**src/block_cfg_pkg.sv**
```systemverilog
// constants, types and helpers shared by the block function configuration logic
package block_cfg_pkg;

    // register byte offsets on the bus
    localparam logic [7:0] OFS_FUNC_CFG = 8'h00;
    localparam logic [7:0] OFS_IRQ_STATUS = 8'h04;
    localparam logic [7:0] OFS_IRQ_ENABLE = 8'h08;
    localparam logic [7:0] OFS_IRQ_CLEAR = 8'h0c;
    localparam logic [7:0] OFS_BLOCK_STATE = 8'h10;
    localparam int ADDR_DEC_W = 8;
    localparam logic [1:0] ADDR_ALIGN_MASK = 2'h3;

    // function configuration register layout
    localparam int CFG_W = 8;
    localparam logic [CFG_W-1:0] CFG_RESET = 8'h00;
    localparam int FN_LSB = 0;
    localparam int FN_W = 3;
    localparam int MODE0_BIT = 3;
    localparam int MODE1_BIT = 4;
    localparam int CHAIN_LAST_BIT = 5;

    // function select codes
    typedef enum logic [2:0] {
        FN_TIMER = 3'h0,
        FN_COUNTER = 3'h1,
        FN_CRC_PRS = 3'h2,
        FN_DEADBAND = 3'h4,
        FN_UART = 3'h5,
        FN_SPI = 3'h6
    } fn_t;

    // interrupt status, enable and clear layout
    localparam int IRQ_W = 2;
    localparam int IRQ_BLOCK_BIT = 0;
    localparam int IRQ_CMP_BIT = 1;
    localparam logic [IRQ_W-1:0] IRQ_RESET = 2'h0;

    // block state register layout
    localparam int STATE_SRC_BIT = 0;
    localparam int STATE_CMP_BIT = 1;

    // bus encodings
    localparam int HTRANS_ACTIVE_BIT = 1;
    localparam logic HRESP_OKAY = 1'b0;
    localparam logic [31:0] RDATA_RESET = 32'h0000_0000;

    typedef enum logic [1:0] {
        PH_IDLE,
        PH_WRITE,
        PH_READ_WAIT,
        PH_READ_DATA
    } phase_t;

    function automatic logic [FN_W-1:0] cfg_function(input logic [CFG_W-1:0] cfg);
        return cfg[FN_LSB +: FN_W];
    endfunction : cfg_function

    function automatic logic is_count_fn(input logic [FN_W-1:0] code);
        return (code == FN_TIMER) || (code == FN_COUNTER);
    endfunction : is_count_fn

endpackage : block_cfg_pkg

```
**src/compare_unit.sv**
```systemverilog
// count versus compare value test with selectable strictness
`timescale 1ns/1ns
module compare_unit #(
    parameter int CNT_W = 8
) (
    input wire logic [CNT_W-1:0] count_value,
    input wire logic [CNT_W-1:0] compare_value,
    input wire logic less_than,
    input wire logic active,
    output logic compare_true
);

    // strict test only when asked; outside timer and counter the result is held low
    always_comb begin
        if (!active) begin
            compare_true = 1'b0;
        end else if (less_than) begin
            compare_true = count_value < compare_value;
        end else begin
            compare_true = count_value <= compare_value;
        end
    end

endmodule : compare_unit

```
**src/irq_status_bank.sv**
```systemverilog
// sticky event status with enable mask and write-one-to-clear
`timescale 1ns/1ns
module irq_status_bank #(
    parameter int W = 2
) (
    input wire logic clk,
    input wire logic reset,
    input wire logic ce,
    input wire logic [W-1:0] set_ev,
    input wire logic wr_enable,
    input wire logic wr_clear,
    input wire logic [W-1:0] wdata,
    output logic [W-1:0] status,
    output logic [W-1:0] enable,
    output logic irq
);

    logic [W-1:0] status_q;
    logic [W-1:0] status_d;
    logic [W-1:0] enable_q;
    logic [W-1:0] enable_d;
    logic irq_q;

    // an event in the clearing cycle survives the clear
    always_comb begin
        status_d = (status_q & ~(wr_clear ? wdata : {W{1'b0}})) | set_ev;
        enable_d = wr_enable ? wdata : enable_q;
    end

    always_ff @(posedge clk) begin
        if (reset) begin
            status_q <= {W{1'b0}};
            enable_q <= {W{1'b0}};
            irq_q <= 1'b0;
        end else if (ce) begin
            status_q <= status_d;
            enable_q <= enable_d;
            irq_q <= |(status_d & enable_d);
        end
    end

    assign status = status_q;
    assign enable = enable_q;
    assign irq = irq_q;

endmodule : irq_status_bank

```
**src/digital_block_function_select.sv**
```systemverilog
// function configuration register of a digital block with AHB-Lite access and interrupt
//
// Operation
// bits 7 and 6 are stored and read back but steer nothing.
// chain-last at 1 marks the last or a lone block, at 0 a following block continues.
// software never clears chain-last in the final communications block.
// the meaning of mode bit 4 depends only on the current function select code.
// in timer and counter, bit 4 at 0 compares less-or-equal, at 1 strictly less.
// in UART, bit 4 at 0 interrupts on transmit holding empty, at 1 on transmit done.
// in SPI with bit 4 at 1, master and slave both interrupt on transfer complete.
// in SPI with bit 4 at 0, a master interrupts on transmit empty, a slave on receive full.
// in timer and counter, bit 3 at 0 interrupts on terminal count, at 1 on compare true.
// in UART, bit 3 at 0 makes a receiver and at 1 a transmitter.
// in SPI, bit 3 at 0 makes a master and at 1 a slave.
// bits 2 to 0 select the block function.
// function code 000 is a chainable timer.
// reset clears the whole register to zero and all bits are read and write.
//
// The implementer's own choices: register access over AHB-Lite and the address map.
`timescale 1ns/1ns
module digital_block_function_select #(
    parameter int CNT_W = 8
) (
    input wire logic CLK,
    input wire logic RESET,
    input wire logic CE,
    input wire logic HSEL,
    input wire logic [31:0] HADDR,
    input wire logic [1:0] HTRANS,
    input wire logic HWRITE,
    input wire logic [2:0] HSIZE,
    input wire logic [31:0] HWDATA,
    input wire logic HREADY,
    output logic HREADYOUT,
    output logic HRESP,
    output logic [31:0] HRDATA,
    input wire logic [CNT_W-1:0] COUNT_VALUE,
    input wire logic [CNT_W-1:0] COMPARE_VALUE,
    input wire logic TERMINAL_COUNT,
    input wire logic TX_REG_EMPTY,
    input wire logic TX_COMPLETE,
    input wire logic RX_REG_FULL,
    input wire logic SPI_COMPLETE,
    output logic [2:0] FUNCTION_SEL,
    output logic CHAIN_LAST,
    output logic COMPARE_LT,
    output logic IRQ_ON_COMPARE,
    output logic UART_TRANSMIT,
    output logic UART_IRQ_ON_DONE,
    output logic SPI_SLAVE,
    output logic SPI_IRQ_ON_DONE,
    output logic COMPARE_TRUE,
    output logic BLOCK_EVENT,
    output logic IRQ
);

    // bus slave state
    block_cfg_pkg::phase_t phase_q;
    logic [block_cfg_pkg::ADDR_DEC_W-1:0] addr_q;
    logic [31:0] hrdata_q;
    logic [31:0] rd_word;
    logic take;
    logic wr_now;
    logic wr_cfg;
    logic wr_irq_enable;
    logic wr_irq_clear;

    // configuration and decode
    logic [block_cfg_pkg::CFG_W-1:0] cfg_q;
    logic [block_cfg_pkg::FN_W-1:0] fn_code;
    logic mode0;
    logic mode1;
    logic count_fn;
    logic cmp_now;
    logic sel_src;
    logic src_q;
    logic cmp_q;
    logic [block_cfg_pkg::IRQ_W-1:0] events;
    logic [block_cfg_pkg::IRQ_W-1:0] irq_status;
    logic [block_cfg_pkg::IRQ_W-1:0] irq_enable;

    // decoded control flops, one per output
    logic [2:0] fn_sel_q;
    logic chain_last_q;
    logic compare_lt_q;
    logic irq_on_compare_q;
    logic uart_transmit_q;
    logic uart_irq_on_done_q;
    logic spi_slave_q;
    logic spi_irq_on_done_q;

    // ---------------- bus slave ----------------

    // size is ignored: every access moves a whole word
    // address bits above the decoded byte alias onto the same registers
    assign take = HSEL && HREADY && HTRANS[block_cfg_pkg::HTRANS_ACTIVE_BIT];

    // a read spends one wait cycle so a write just before it is always visible;
    // a low clock enable stalls the bus instead of dropping a transfer
    always_ff @(posedge CLK) begin
        if (RESET) begin
            phase_q <= block_cfg_pkg::PH_IDLE;
        end else if (CE) begin
            case (phase_q)
                block_cfg_pkg::PH_READ_WAIT: begin
                    phase_q <= block_cfg_pkg::PH_READ_DATA;
                end
                default: begin
                    if (take && HWRITE) begin
                        phase_q <= block_cfg_pkg::PH_WRITE;
                    end else if (take) begin
                        phase_q <= block_cfg_pkg::PH_READ_WAIT;
                    end else begin
                        phase_q <= block_cfg_pkg::PH_IDLE;
                    end
                end
            endcase
        end
    end

    always_ff @(posedge CLK) begin
        if (RESET) begin
            addr_q <= '0;
        end else if (CE && take) begin
            addr_q <= HADDR[block_cfg_pkg::ADDR_DEC_W-1:0]
                      & ~{{(block_cfg_pkg::ADDR_DEC_W-2){1'b0}}, block_cfg_pkg::ADDR_ALIGN_MASK};
        end
    end

    assign HREADYOUT = CE && (phase_q != block_cfg_pkg::PH_READ_WAIT);
    // never an error: unmapped offsets read zero and drop writes
    assign HRESP = block_cfg_pkg::HRESP_OKAY;
    assign wr_now = CE && (phase_q == block_cfg_pkg::PH_WRITE);
    // one write strobe per register keeps the address decode in one place
    assign wr_cfg = wr_now && (addr_q == block_cfg_pkg::OFS_FUNC_CFG);
    assign wr_irq_enable = wr_now && (addr_q == block_cfg_pkg::OFS_IRQ_ENABLE);
    assign wr_irq_clear = wr_now && (addr_q == block_cfg_pkg::OFS_IRQ_CLEAR);

    // unmapped offsets and the clear register read as zero
    // the clear register reads zero so a read-modify-write never clears by accident
    always_comb begin
        rd_word = 32'h0000_0000;
        case (addr_q)
            block_cfg_pkg::OFS_FUNC_CFG: begin
                rd_word = 32'(cfg_q);
            end
            block_cfg_pkg::OFS_IRQ_STATUS: begin
                rd_word = 32'(irq_status);
            end
            block_cfg_pkg::OFS_IRQ_ENABLE: begin
                rd_word = 32'(irq_enable);
            end
            block_cfg_pkg::OFS_BLOCK_STATE: begin
                rd_word[block_cfg_pkg::STATE_SRC_BIT] = src_q;
                rd_word[block_cfg_pkg::STATE_CMP_BIT] = cmp_q;
            end
            default: begin
                rd_word = 32'h0000_0000;
            end
        endcase
    end

    always_ff @(posedge CLK) begin
        if (RESET) begin
            hrdata_q <= block_cfg_pkg::RDATA_RESET;
        end else if (CE && phase_q == block_cfg_pkg::PH_READ_WAIT) begin
            hrdata_q <= rd_word;
        end
    end

    assign HRDATA = hrdata_q;

    // ---------------- function configuration register ----------------

    // no guard on chain-last: keeping it set in the final communications block is up to software
    always_ff @(posedge CLK) begin
        if (RESET) begin
            cfg_q <= block_cfg_pkg::CFG_RESET;
        end else if (wr_cfg) begin
            cfg_q <= HWDATA[block_cfg_pkg::CFG_W-1:0];
        end
    end

    // bits 7:6 are never looked at below
    assign fn_code = block_cfg_pkg::cfg_function(cfg_q);
    assign mode0 = cfg_q[block_cfg_pkg::MODE0_BIT];
    assign mode1 = cfg_q[block_cfg_pkg::MODE1_BIT];
    assign count_fn = block_cfg_pkg::is_count_fn(fn_code);

    // outside timer and counter the compare is held inactive, so stale mode bits do no harm
    compare_unit #(
        .CNT_W(CNT_W)
    ) u_compare (
        .count_value(COUNT_VALUE),
        .compare_value(COMPARE_VALUE),
        .less_than(mode1),
        .active(count_fn),
        .compare_true(cmp_now)
    );

    // interrupt source follows the live function code, so a function change
    // reinterprets the mode bits at once
    always_comb begin
        sel_src = 1'b0;
        case (fn_code)
            block_cfg_pkg::FN_TIMER,
            block_cfg_pkg::FN_COUNTER: begin
                sel_src = mode0 ? cmp_now : TERMINAL_COUNT;
            end
            block_cfg_pkg::FN_UART: begin
                if (mode0) begin
                    sel_src = mode1 ? TX_COMPLETE : TX_REG_EMPTY;
                end else begin
                    sel_src = RX_REG_FULL;
                end
            end
            block_cfg_pkg::FN_SPI: begin
                if (mode1) begin
                    sel_src = SPI_COMPLETE;
                end else if (mode0) begin
                    sel_src = RX_REG_FULL;
                end else begin
                    sel_src = TX_REG_EMPTY;
                end
            end
            block_cfg_pkg::FN_CRC_PRS,
            block_cfg_pkg::FN_DEADBAND: begin
                sel_src = TERMINAL_COUNT;
            end
            default: begin
                sel_src = 1'b0;
            end
        endcase
    end

    // decoded controls are registered, one cycle behind the configuration,
    // which trades a cycle of latency for glitch-free control lines
    always_ff @(posedge CLK) begin
        if (RESET) begin
            fn_sel_q <= 3'h0;
            chain_last_q <= 1'b0;
            compare_lt_q <= 1'b0;
            irq_on_compare_q <= 1'b0;
            uart_transmit_q <= 1'b0;
            uart_irq_on_done_q <= 1'b0;
            spi_slave_q <= 1'b0;
            spi_irq_on_done_q <= 1'b0;
        end else if (CE) begin
            fn_sel_q <= fn_code;
            chain_last_q <= cfg_q[block_cfg_pkg::CHAIN_LAST_BIT];
            compare_lt_q <= count_fn && mode1;
            irq_on_compare_q <= count_fn && mode0;
            uart_transmit_q <= (fn_code == block_cfg_pkg::FN_UART) && mode0;
            uart_irq_on_done_q <= (fn_code == block_cfg_pkg::FN_UART) && mode0 && mode1;
            spi_slave_q <= (fn_code == block_cfg_pkg::FN_SPI) && mode0;
            spi_irq_on_done_q <= (fn_code == block_cfg_pkg::FN_SPI) && mode1;
        end
    end

    assign FUNCTION_SEL = fn_sel_q;
    assign CHAIN_LAST = chain_last_q;
    assign COMPARE_LT = compare_lt_q;
    assign IRQ_ON_COMPARE = irq_on_compare_q;
    assign UART_TRANSMIT = uart_transmit_q;
    assign UART_IRQ_ON_DONE = uart_irq_on_done_q;
    assign SPI_SLAVE = spi_slave_q;
    assign SPI_IRQ_ON_DONE = spi_irq_on_done_q;

    // ---------------- events and interrupt ----------------

    always_ff @(posedge CLK) begin
        if (RESET) begin
            src_q <= 1'b0;
            cmp_q <= 1'b0;
        end else if (CE) begin
            src_q <= sel_src;
            cmp_q <= cmp_now;
        end
    end

    assign BLOCK_EVENT = src_q;
    assign COMPARE_TRUE = cmp_q;

    // rising edges only, so a source held high raises the flag once
    // the compare edge uses the raw result, so it flags even when not the selected source
    always_comb begin
        events = '0;
        events[block_cfg_pkg::IRQ_BLOCK_BIT] = sel_src && !src_q;
        events[block_cfg_pkg::IRQ_CMP_BIT] = cmp_now && !cmp_q;
    end

    // status and enable share one layout, so one data slice feeds both
    irq_status_bank #(
        .W(block_cfg_pkg::IRQ_W)
    ) u_irq (
        .clk(CLK),
        .reset(RESET),
        .ce(CE),
        .set_ev(events),
        .wr_enable(wr_irq_enable),
        .wr_clear(wr_irq_clear),
        .wdata(HWDATA[block_cfg_pkg::IRQ_W-1:0]),
        .status(irq_status),
        .enable(irq_enable),
        .irq(IRQ)
    );

endmodule : digital_block_function_select

```
**config.mk**
```make
export PLATFORM = sky130hd
export DESIGN_NAME = digital_block_function_select
export DESIGN_NICKNAME = d
export VERILOG_FILES = /design/src/block_cfg_pkg.sv /design/src/compare_unit.sv /design/src/irq_status_bank.sv /design/src/digital_block_function_select.sv
export SDC_FILE = /design/constraint.sdc
export NUM_CORES = 1
export LEC_CHECK = 0
export BUFFER_PORTS_ARGS = -buffer_cell sky130_fd_sc_hd__buf_2
export CORE_ASPECT_RATIO = 1.5
export CORE_UTILIZATION = 39
export DETAILED_ROUTE_END_ITERATION = 8
export HOLD_SLACK_MARGIN = 0.12
export PLACE_DENSITY = 0.78
export SLEW_MARGIN = 30
export SYNTH_ARGS = -nofsm -noshare
export SYNTH_HDL_FRONTEND = slang
export SYNTH_HIERARCHICAL = 1
export SYNTH_SLANG_ARGS = --single-unit
export TNS_END_PERCENT = 1
```
**constraint.sdc**
```tcl
create_clock -name CLK -period 1.7 [get_ports CLK]
set_input_delay 0.255 -clock CLK [delete_from_list [all_inputs] [get_ports CLK]]
set_output_delay 0.255 -clock CLK [all_outputs]
set_load 0.03 [all_outputs]
```
== Word level (Yosys, flattened, before mapping) ==
Cells that the tools add are included.

* Word-level logic and storage cells: 76
* Output and inout port bits: 47
* Bits in registers: 65

* Multiplexer cells: 15
* Reduce and logical (&&, ||, !) cells: 26
* Eq/ne operators: 12
* Order comparisons: 2
* Bitwise logic cells: 4

{| class="wikitable"
|+ Operators with widths
! cell !! number
|-
| logical AND 1 bit || 18
|-
| == test 6 x 2 -> 1 bit, second input constant || 2
|-
| 2-to-1 mux 2 bit || 5
|-
| == test 3 bit, second input constant || 3
|-
| <= comparator 8 bit || 1
|-
| logical NOT 8 bit || 1
|-
| < comparator 8 bit || 1
|-
| case mux 2 bit (4 select lines) || 1
|-
| 2-to-1 mux 1 bit || 7
|-
| == test 6 x 1 -> 1 bit, second input constant || 1
|-
| == test 6 x 3 -> 1 bit, second input constant || 1
|-
| 2-to-1 mux 6 bit || 1
|-
| OR reduction 2 bit || 3
|-
| bitwise AND 2 bit || 2
|-
| case mux 1 bit (4 select lines) || 1
|-
| == test 3 x 1 -> 1 bit, second input constant || 1
|-
| == test 3 x 2 -> 1 bit, second input constant || 1
|-
| logical NOT 3 bit || 1
|-
| == test 2 x 1 -> 1 bit, second input constant || 1
|-
| == test 2 bit, second input constant || 1
|-
| logical NOT 1 bit || 2
|-
| inequality test 2 bit, second input constant || 1
|-
| NOT 2 bit || 1
|-
| bitwise OR 2 bit || 1
|-
| logical OR 1 bit || 1
|}

== Longest topological paths before layout ==
* Depth after elaboration: 9
* Depth in mapped cells: 11
* Gate-level depth less buffers: 11

== Modules after synthesis ==
The synthesis kept the hierarchy.

{| class="wikitable"
|+ By module, submodules not included
! module !! cells an instance !! seq. area each (µm²) !! area an instance (µm²) !! times used
|-
| digital_block_function_select || 218 || 720.7 || 1818.0 || 1
|-
| irq_status_bank || 27 || 100.1 || 235.2 || 1
|-
| compare_unit || 29 || 0.0 || 220.2 || 1
|}

== Least setup slack after synthesis ==
Ideal clock, no wire load.

* Path type: register -> register
* From: register cfg_q[1] in the netlist's numbering
* To: register u_irq.irq_q (netlist: u_irq/irq)
* Library setup time: 79 ps
* Required time: 1621 ps
* Setup slack: -210 ps
* Buffers on the path: 1
* Data arrival time: 1831 ps
* Clock period less this slack: 1910 ps
* Cell stages (with the launch flop): 11
* Path through: dfxtp_1 -> buf_2 -> nor2_1 -> nand4b_1 -> or3_1 -> o41ai_2 -> and3_2 -> nor4_2 -> nor2_1 -> o221ai_1 -> a211oi_2

* Longest elaborated chain between the ends: 9
* Elaborated cells between the ends (all ways): 17
* Classes of those cells: eq/ne (5); mux (3); bitwise (2); reduce/logical (7)

{| class="wikitable"
|+ RTL lines
! item !! line !! text
|-
| start: declaration || digital_block_function_select.sv:69 || <nowiki>logic [block_cfg_pkg::CFG_W-1:0] cfg_q;</nowiki>
|-
| start signal: assignment || digital_block_function_select.sv:178 || <nowiki>cfg_q <= block_cfg_pkg::CFG_RESET;</nowiki>
|-
| start signal: assignment || digital_block_function_select.sv:180 || <nowiki>cfg_q <= HWDATA[block_cfg_pkg::CFG_W-1:0];</nowiki>
|-
| == test 3 x 1 -> 1 bit / logical NOT 3 bit (equally long branches) || block_cfg_pkg.sv:59 || <nowiki>return (code == FN_TIMER) || (code == FN_COUNTER);</nowiki>
|-
| logical OR 1 bit * || block_cfg_pkg.sv:59 ||
|-
| net count_fn || digital_block_function_select.sv:73 || <nowiki>logic count_fn;</nowiki>
|-
| 2-to-1 mux 1 bit * || compare_unit.sv:15 || <nowiki>if (!active) begin</nowiki>
|-
| net cmp_now || digital_block_function_select.sv:74 || <nowiki>logic cmp_now;</nowiki>
|-
| 2-to-1 mux 1 bit * || digital_block_function_select.sv:208 || <nowiki>sel_src = mode0 ? cmp_now : TERMINAL_COUNT;</nowiki>
|-
| case mux 1 bit (4 select lines) * || digital_block_function_select.sv:205 || <nowiki>case (fn_code)</nowiki>
|-
| logical AND 1 bit * || digital_block_function_select.sv:288 || <nowiki>events[block_cfg_pkg::IRQ_BLOCK_BIT] = sel_src && !src_q;</nowiki>
|-
| net events (one bit) || digital_block_function_select.sv:78 || <nowiki>logic [block_cfg_pkg::IRQ_W-1:0] events;</nowiki>
|-
| bitwise OR 2 bit * || irq_status_bank.sv:26 || <nowiki>status_d = (status_q & ~(wr_clear ? wdata : {W{1'b0}})) | set_ev;</nowiki>
|-
| bitwise AND 2 bit * || irq_status_bank.sv:38 || <nowiki>irq_q <= |(status_d & enable_d);</nowiki>
|-
| OR reduction 2 bit * || irq_status_bank.sv:38 ||
|-
| end signal: assignment || irq_status_bank.sv:38 ||
|-
| end: declaration || irq_status_bank.sv:22 || <nowiki>logic irq_q;</nowiki>
|}

Mark *: on every way through the listed nets, which the timed path passes. The rest lies on a longest branch.
A chain may end at the register's enable or synchronous reset.

== Final worst setup path ==
* From: input COMPARE_VALUE[3]
* To: register u_irq.irq_q (netlist: u_irq/irq)

* Longest elaborated chain between the ends: 9
* Elaborated cells between the ends (all ways): 11
* Classes of those cells: order compare (2); mux (4); bitwise (2); reduce/logical (3)

{| class="wikitable"
|+ RTL lines
! item !! line !! text
|-
| start: declaration || digital_block_function_select.sv:38 || <nowiki>input wire logic [CNT_W-1:0] COMPARE_VALUE,</nowiki>
|-
| <= comparator 8 bit / < comparator 8 bit (equally long branches) || compare_unit.sv:20, compare_unit.sv:18 ||
|-
| 2-to-1 mux 1 bit * || compare_unit.sv:17 || <nowiki>end else if (less_than) begin</nowiki>
|-
| 2-to-1 mux 1 bit * || compare_unit.sv:15 ||
|-
| net cmp_now || digital_block_function_select.sv:74 ||
|-
| 2-to-1 mux 1 bit * || digital_block_function_select.sv:208 ||
|-
| case mux 1 bit (4 select lines) * || digital_block_function_select.sv:205 ||
|-
| logical AND 1 bit * || digital_block_function_select.sv:288 ||
|-
| net events (one bit) || digital_block_function_select.sv:78 ||
|-
| bitwise OR 2 bit * || irq_status_bank.sv:26 ||
|-
| bitwise AND 2 bit * || irq_status_bank.sv:38 ||
|-
| OR reduction 2 bit * || irq_status_bank.sv:38 ||
|}

Marked as above.

==> run summary <==
Cell Area, Placed = 0.002631 sq mm
Power Total = 2.261 mW
cells along the critical path = buf_2 -> inv_1 -> ha_4 -> nand2_1 -> o21bai_1 -> a21oi_1 -> o41ai_2 -> and3_4 -> nor4_4 -> nor2_2 -> o221ai_2 -> a211oi_2
main area contributors after synthesis = dfxtp_1 36%, buf_4 8.6%, mux2i_1 7.5%, nor2_1 5.1%, a21oi_1 5.1%
synth warn = 6
failing checks = setup timing
std cell rows = 33
critical path required time = 1.86 ns
diode count = 0
Mean Syn Cell Area = 8.297 sq um
pwr dens = 794.5 mW/mm^2
Starting Density = 41.09%
share of Yosys cell area claimed by the top area cell type = 36.10%
Port-buffer cells = 63
Top FF cell, synth = dfxtp_1
initial antenna violation count = 0
Post-synth top cells = 41 x dfxtp_1, 31 x nor2_1, 28 x nand2_1, 26 x buf_4, 23 x a21oi_1
GR Overflow Total = 0
Multi-input gate area = 0.001297 sq mm
synthesis-stage register bit count = 41
CTS Root Cell = clkbuf_8
Distinct cells, synth = 50
fill count = 543
first-pass GRT wire length = 8.707 mm
Final Cell Area = 0.002845 sq mm
startpoint types = input port
die span in x = 64.34 um
CTS H-Tree Depth = 2
share of cells above drive strength 1 = 31.59%
DR vias/cell = 4.957
gp weighted congestion = 0.8381
First DRT Iteration DRCs = 67
f_max = 0.5492 GHz
All-Layer GR Usage = 18.19%
slowest cell on the critical path = nor4_4
Cells after DPL = 407
Finished Layout Cells = 415
Setup TNS = -0.2237 ns
area leader, netlist = dfxtp_1
LEAKAGE = 1.358 nW
Num CTS Buffers = 5
Die ar. = 0.006145 sq mm
Slew HR = 64.42%
core area = 0.005533 sq mm
# setup viols final = 2
Worst Hold Margin = 0.1891 ns
crit path kind = in2reg
crit end category = register
post-DR wirelength/cell = 12.95 um
Worst-path clk slew = 0.08 ns
Slew @ Worst Pin = 0.5336 ns
WP data arrival = 1.98 ns
Worst-Skew Late Latency = 0.29 ns
sequential-to-total area share from yosys stat = 36.10%
Slew Limit Fails = 0
Post-DP HPWL = 3.911 mm
Async S/R FF share, synth = 0%
Final WS setup = -0.1208 ns
Hold Crit Depth = 3
dpl ws = -0.4958 ns
Synth Instances = 274
HP Class = in2reg
# hold bufs at CTS = 0
Max Cap Viol = 0
First-pass DRT Iterations = 4
largest net degree at the start of global routing = 31
CTS tree = built
Nets = 448
Final Skew = 0.006637 ns
Fin. Hold Viols = 0
DR DRC count = 0
number of global-route vias before repair = 1997
most frequent cell after synthesis = dfxtp_1
slowest stage delay, CP = 0.30 ns
Reg area = 823.3 sq um
CTS sink count = 41
drt total wl = 5.376 mm
worst-case reg-to-reg path depth = 9
RSZ-0062 raised after global routing = yes
io pins = 143
Final ANT Viol Nets = 0
Die Ht = 95.51 um
final cycle utilization of the critical path = 107.1%
Max Root-Sink Buffers = 2
Worst VDD drop = 406.4 uV
synth-to-layout area growth = 25.15%
Post-synth EDFFs = 0
CP Max Fanout = 2
Final min period = 1.821 ns
mapped cell area = 0.002273 sq mm
status = finished, violations left
Vias = 2057
utilization after layout = 51.42%
[sequential cells by signal (all words and copies together), names as in the netlist]
name and count:
HRDATA 8, cfg_q 8, addr_q 6, FUNCTION_SEL 3
phase_q 2, u_irq/enable 2, u_irq/status 2, BLOCK_EVENT 1
CHAIN_LAST 1, COMPARE_LT 1, COMPARE_TRUE 1, IRQ_ON_COMPARE 1
SPI_IRQ_ON_DONE 1, SPI_SLAVE 1, UART_IRQ_ON_DONE 1, UART_TRANSMIT 1
u_irq/irq 1
[worst paths after layout]
path / from / to / slack, ns
setup / recovery: COMPARE_VALUE[3] / u_irq/irq / -0.12
hold / removal: HWDATA[3] / cfg_q[3] / 0.19
setup reg to reg: cfg_q[1] / u_irq/irq / -0.11
hold reg to reg: addr_q[6] / addr_q[6] / 0.46
[cell type report]
class / count / area share (%)
clock buffer: 5 / 2.419
timing repair buffer: 81 / 15.83
tap: 70 / 3.078
inverter: 14 / 1.847
clock inverter: 3 / 2.287
multi-input combinational: 201 / 45.60
sequential: 41 / 28.94
[per-layer routing]
| layer | part of all wire (%) | global-route usage [%] | vias to the layer above |
|---|---|---|---|
| met5 | 0 | 0 | - |
| met1 | 39 | 18.55 | 944 |
| met2 | 54 | 34.65 | 84 |
| li1 | - | - | 1021 |
| met4 | 1.9 | 8.333 | 0 |
| met3 | 5.7 | 3.947 | 8 |
[cells by family after synthesis]
kind of cell,count (synthesis),share of synthesized area [%]
buffers and inverters,56,14.31
AOI/OAI and AO/OA,44,12.93
DFF,41,36.10
adders and majority gates,9,4.843
other,1,0.1649
and+or+nand+nor,104,23.12
xor gates and xnor gates,1,0.3853
muxes,18,8.145
[worst max-delay path: cells and delay by family]
family | cells | cell delay, ns
AND/OR/NAND/NOR | 4 | 0.64
buffers and inverters | 2 | 0.13
adder cells (fa/ha/maj) | 1 | 0.27
AO/OA/AOI/OAI | 5 | 0.67
[what timing repair did]
action | CTS | global route
buffers inserted | 0 | 0
pin swaps | 1 | 1
hold endpoints to repair | 0 | 0
endpoints found under the setup margin | 2 | 5
resized for setup | 5 | 11
[report_power, final]
group          internal (mW)  switching (mW)  total (mW)  leakage (nW)
combinational          0.130           0.214       0.344         0.957
sequential             0.977          0.0171       0.994         0.333
clock                  0.583           0.339       0.923        0.0681
[cell usage in the layout (no fill, tap or decap), drive strengths merged, types with 2 or more instances in the layout]
cell / n
inv: 14
a21oi: 23
nand4b: 2
ha: 8
nand2: 28
nand2b: 2
nand4: 3
nor3: 6
nand3: 11
and3b: 2
nor2b: 6
o21ai: 2
bufinv: 2
mux2i: 17
a21boi: 2
clkbuf: 5
and3: 2
nor2: 31
a31oi: 2
nand3b: 4
dfxtp: 41
a211oi: 5
conb: 25
buf: 81
(Power assumes the default switching activity.)
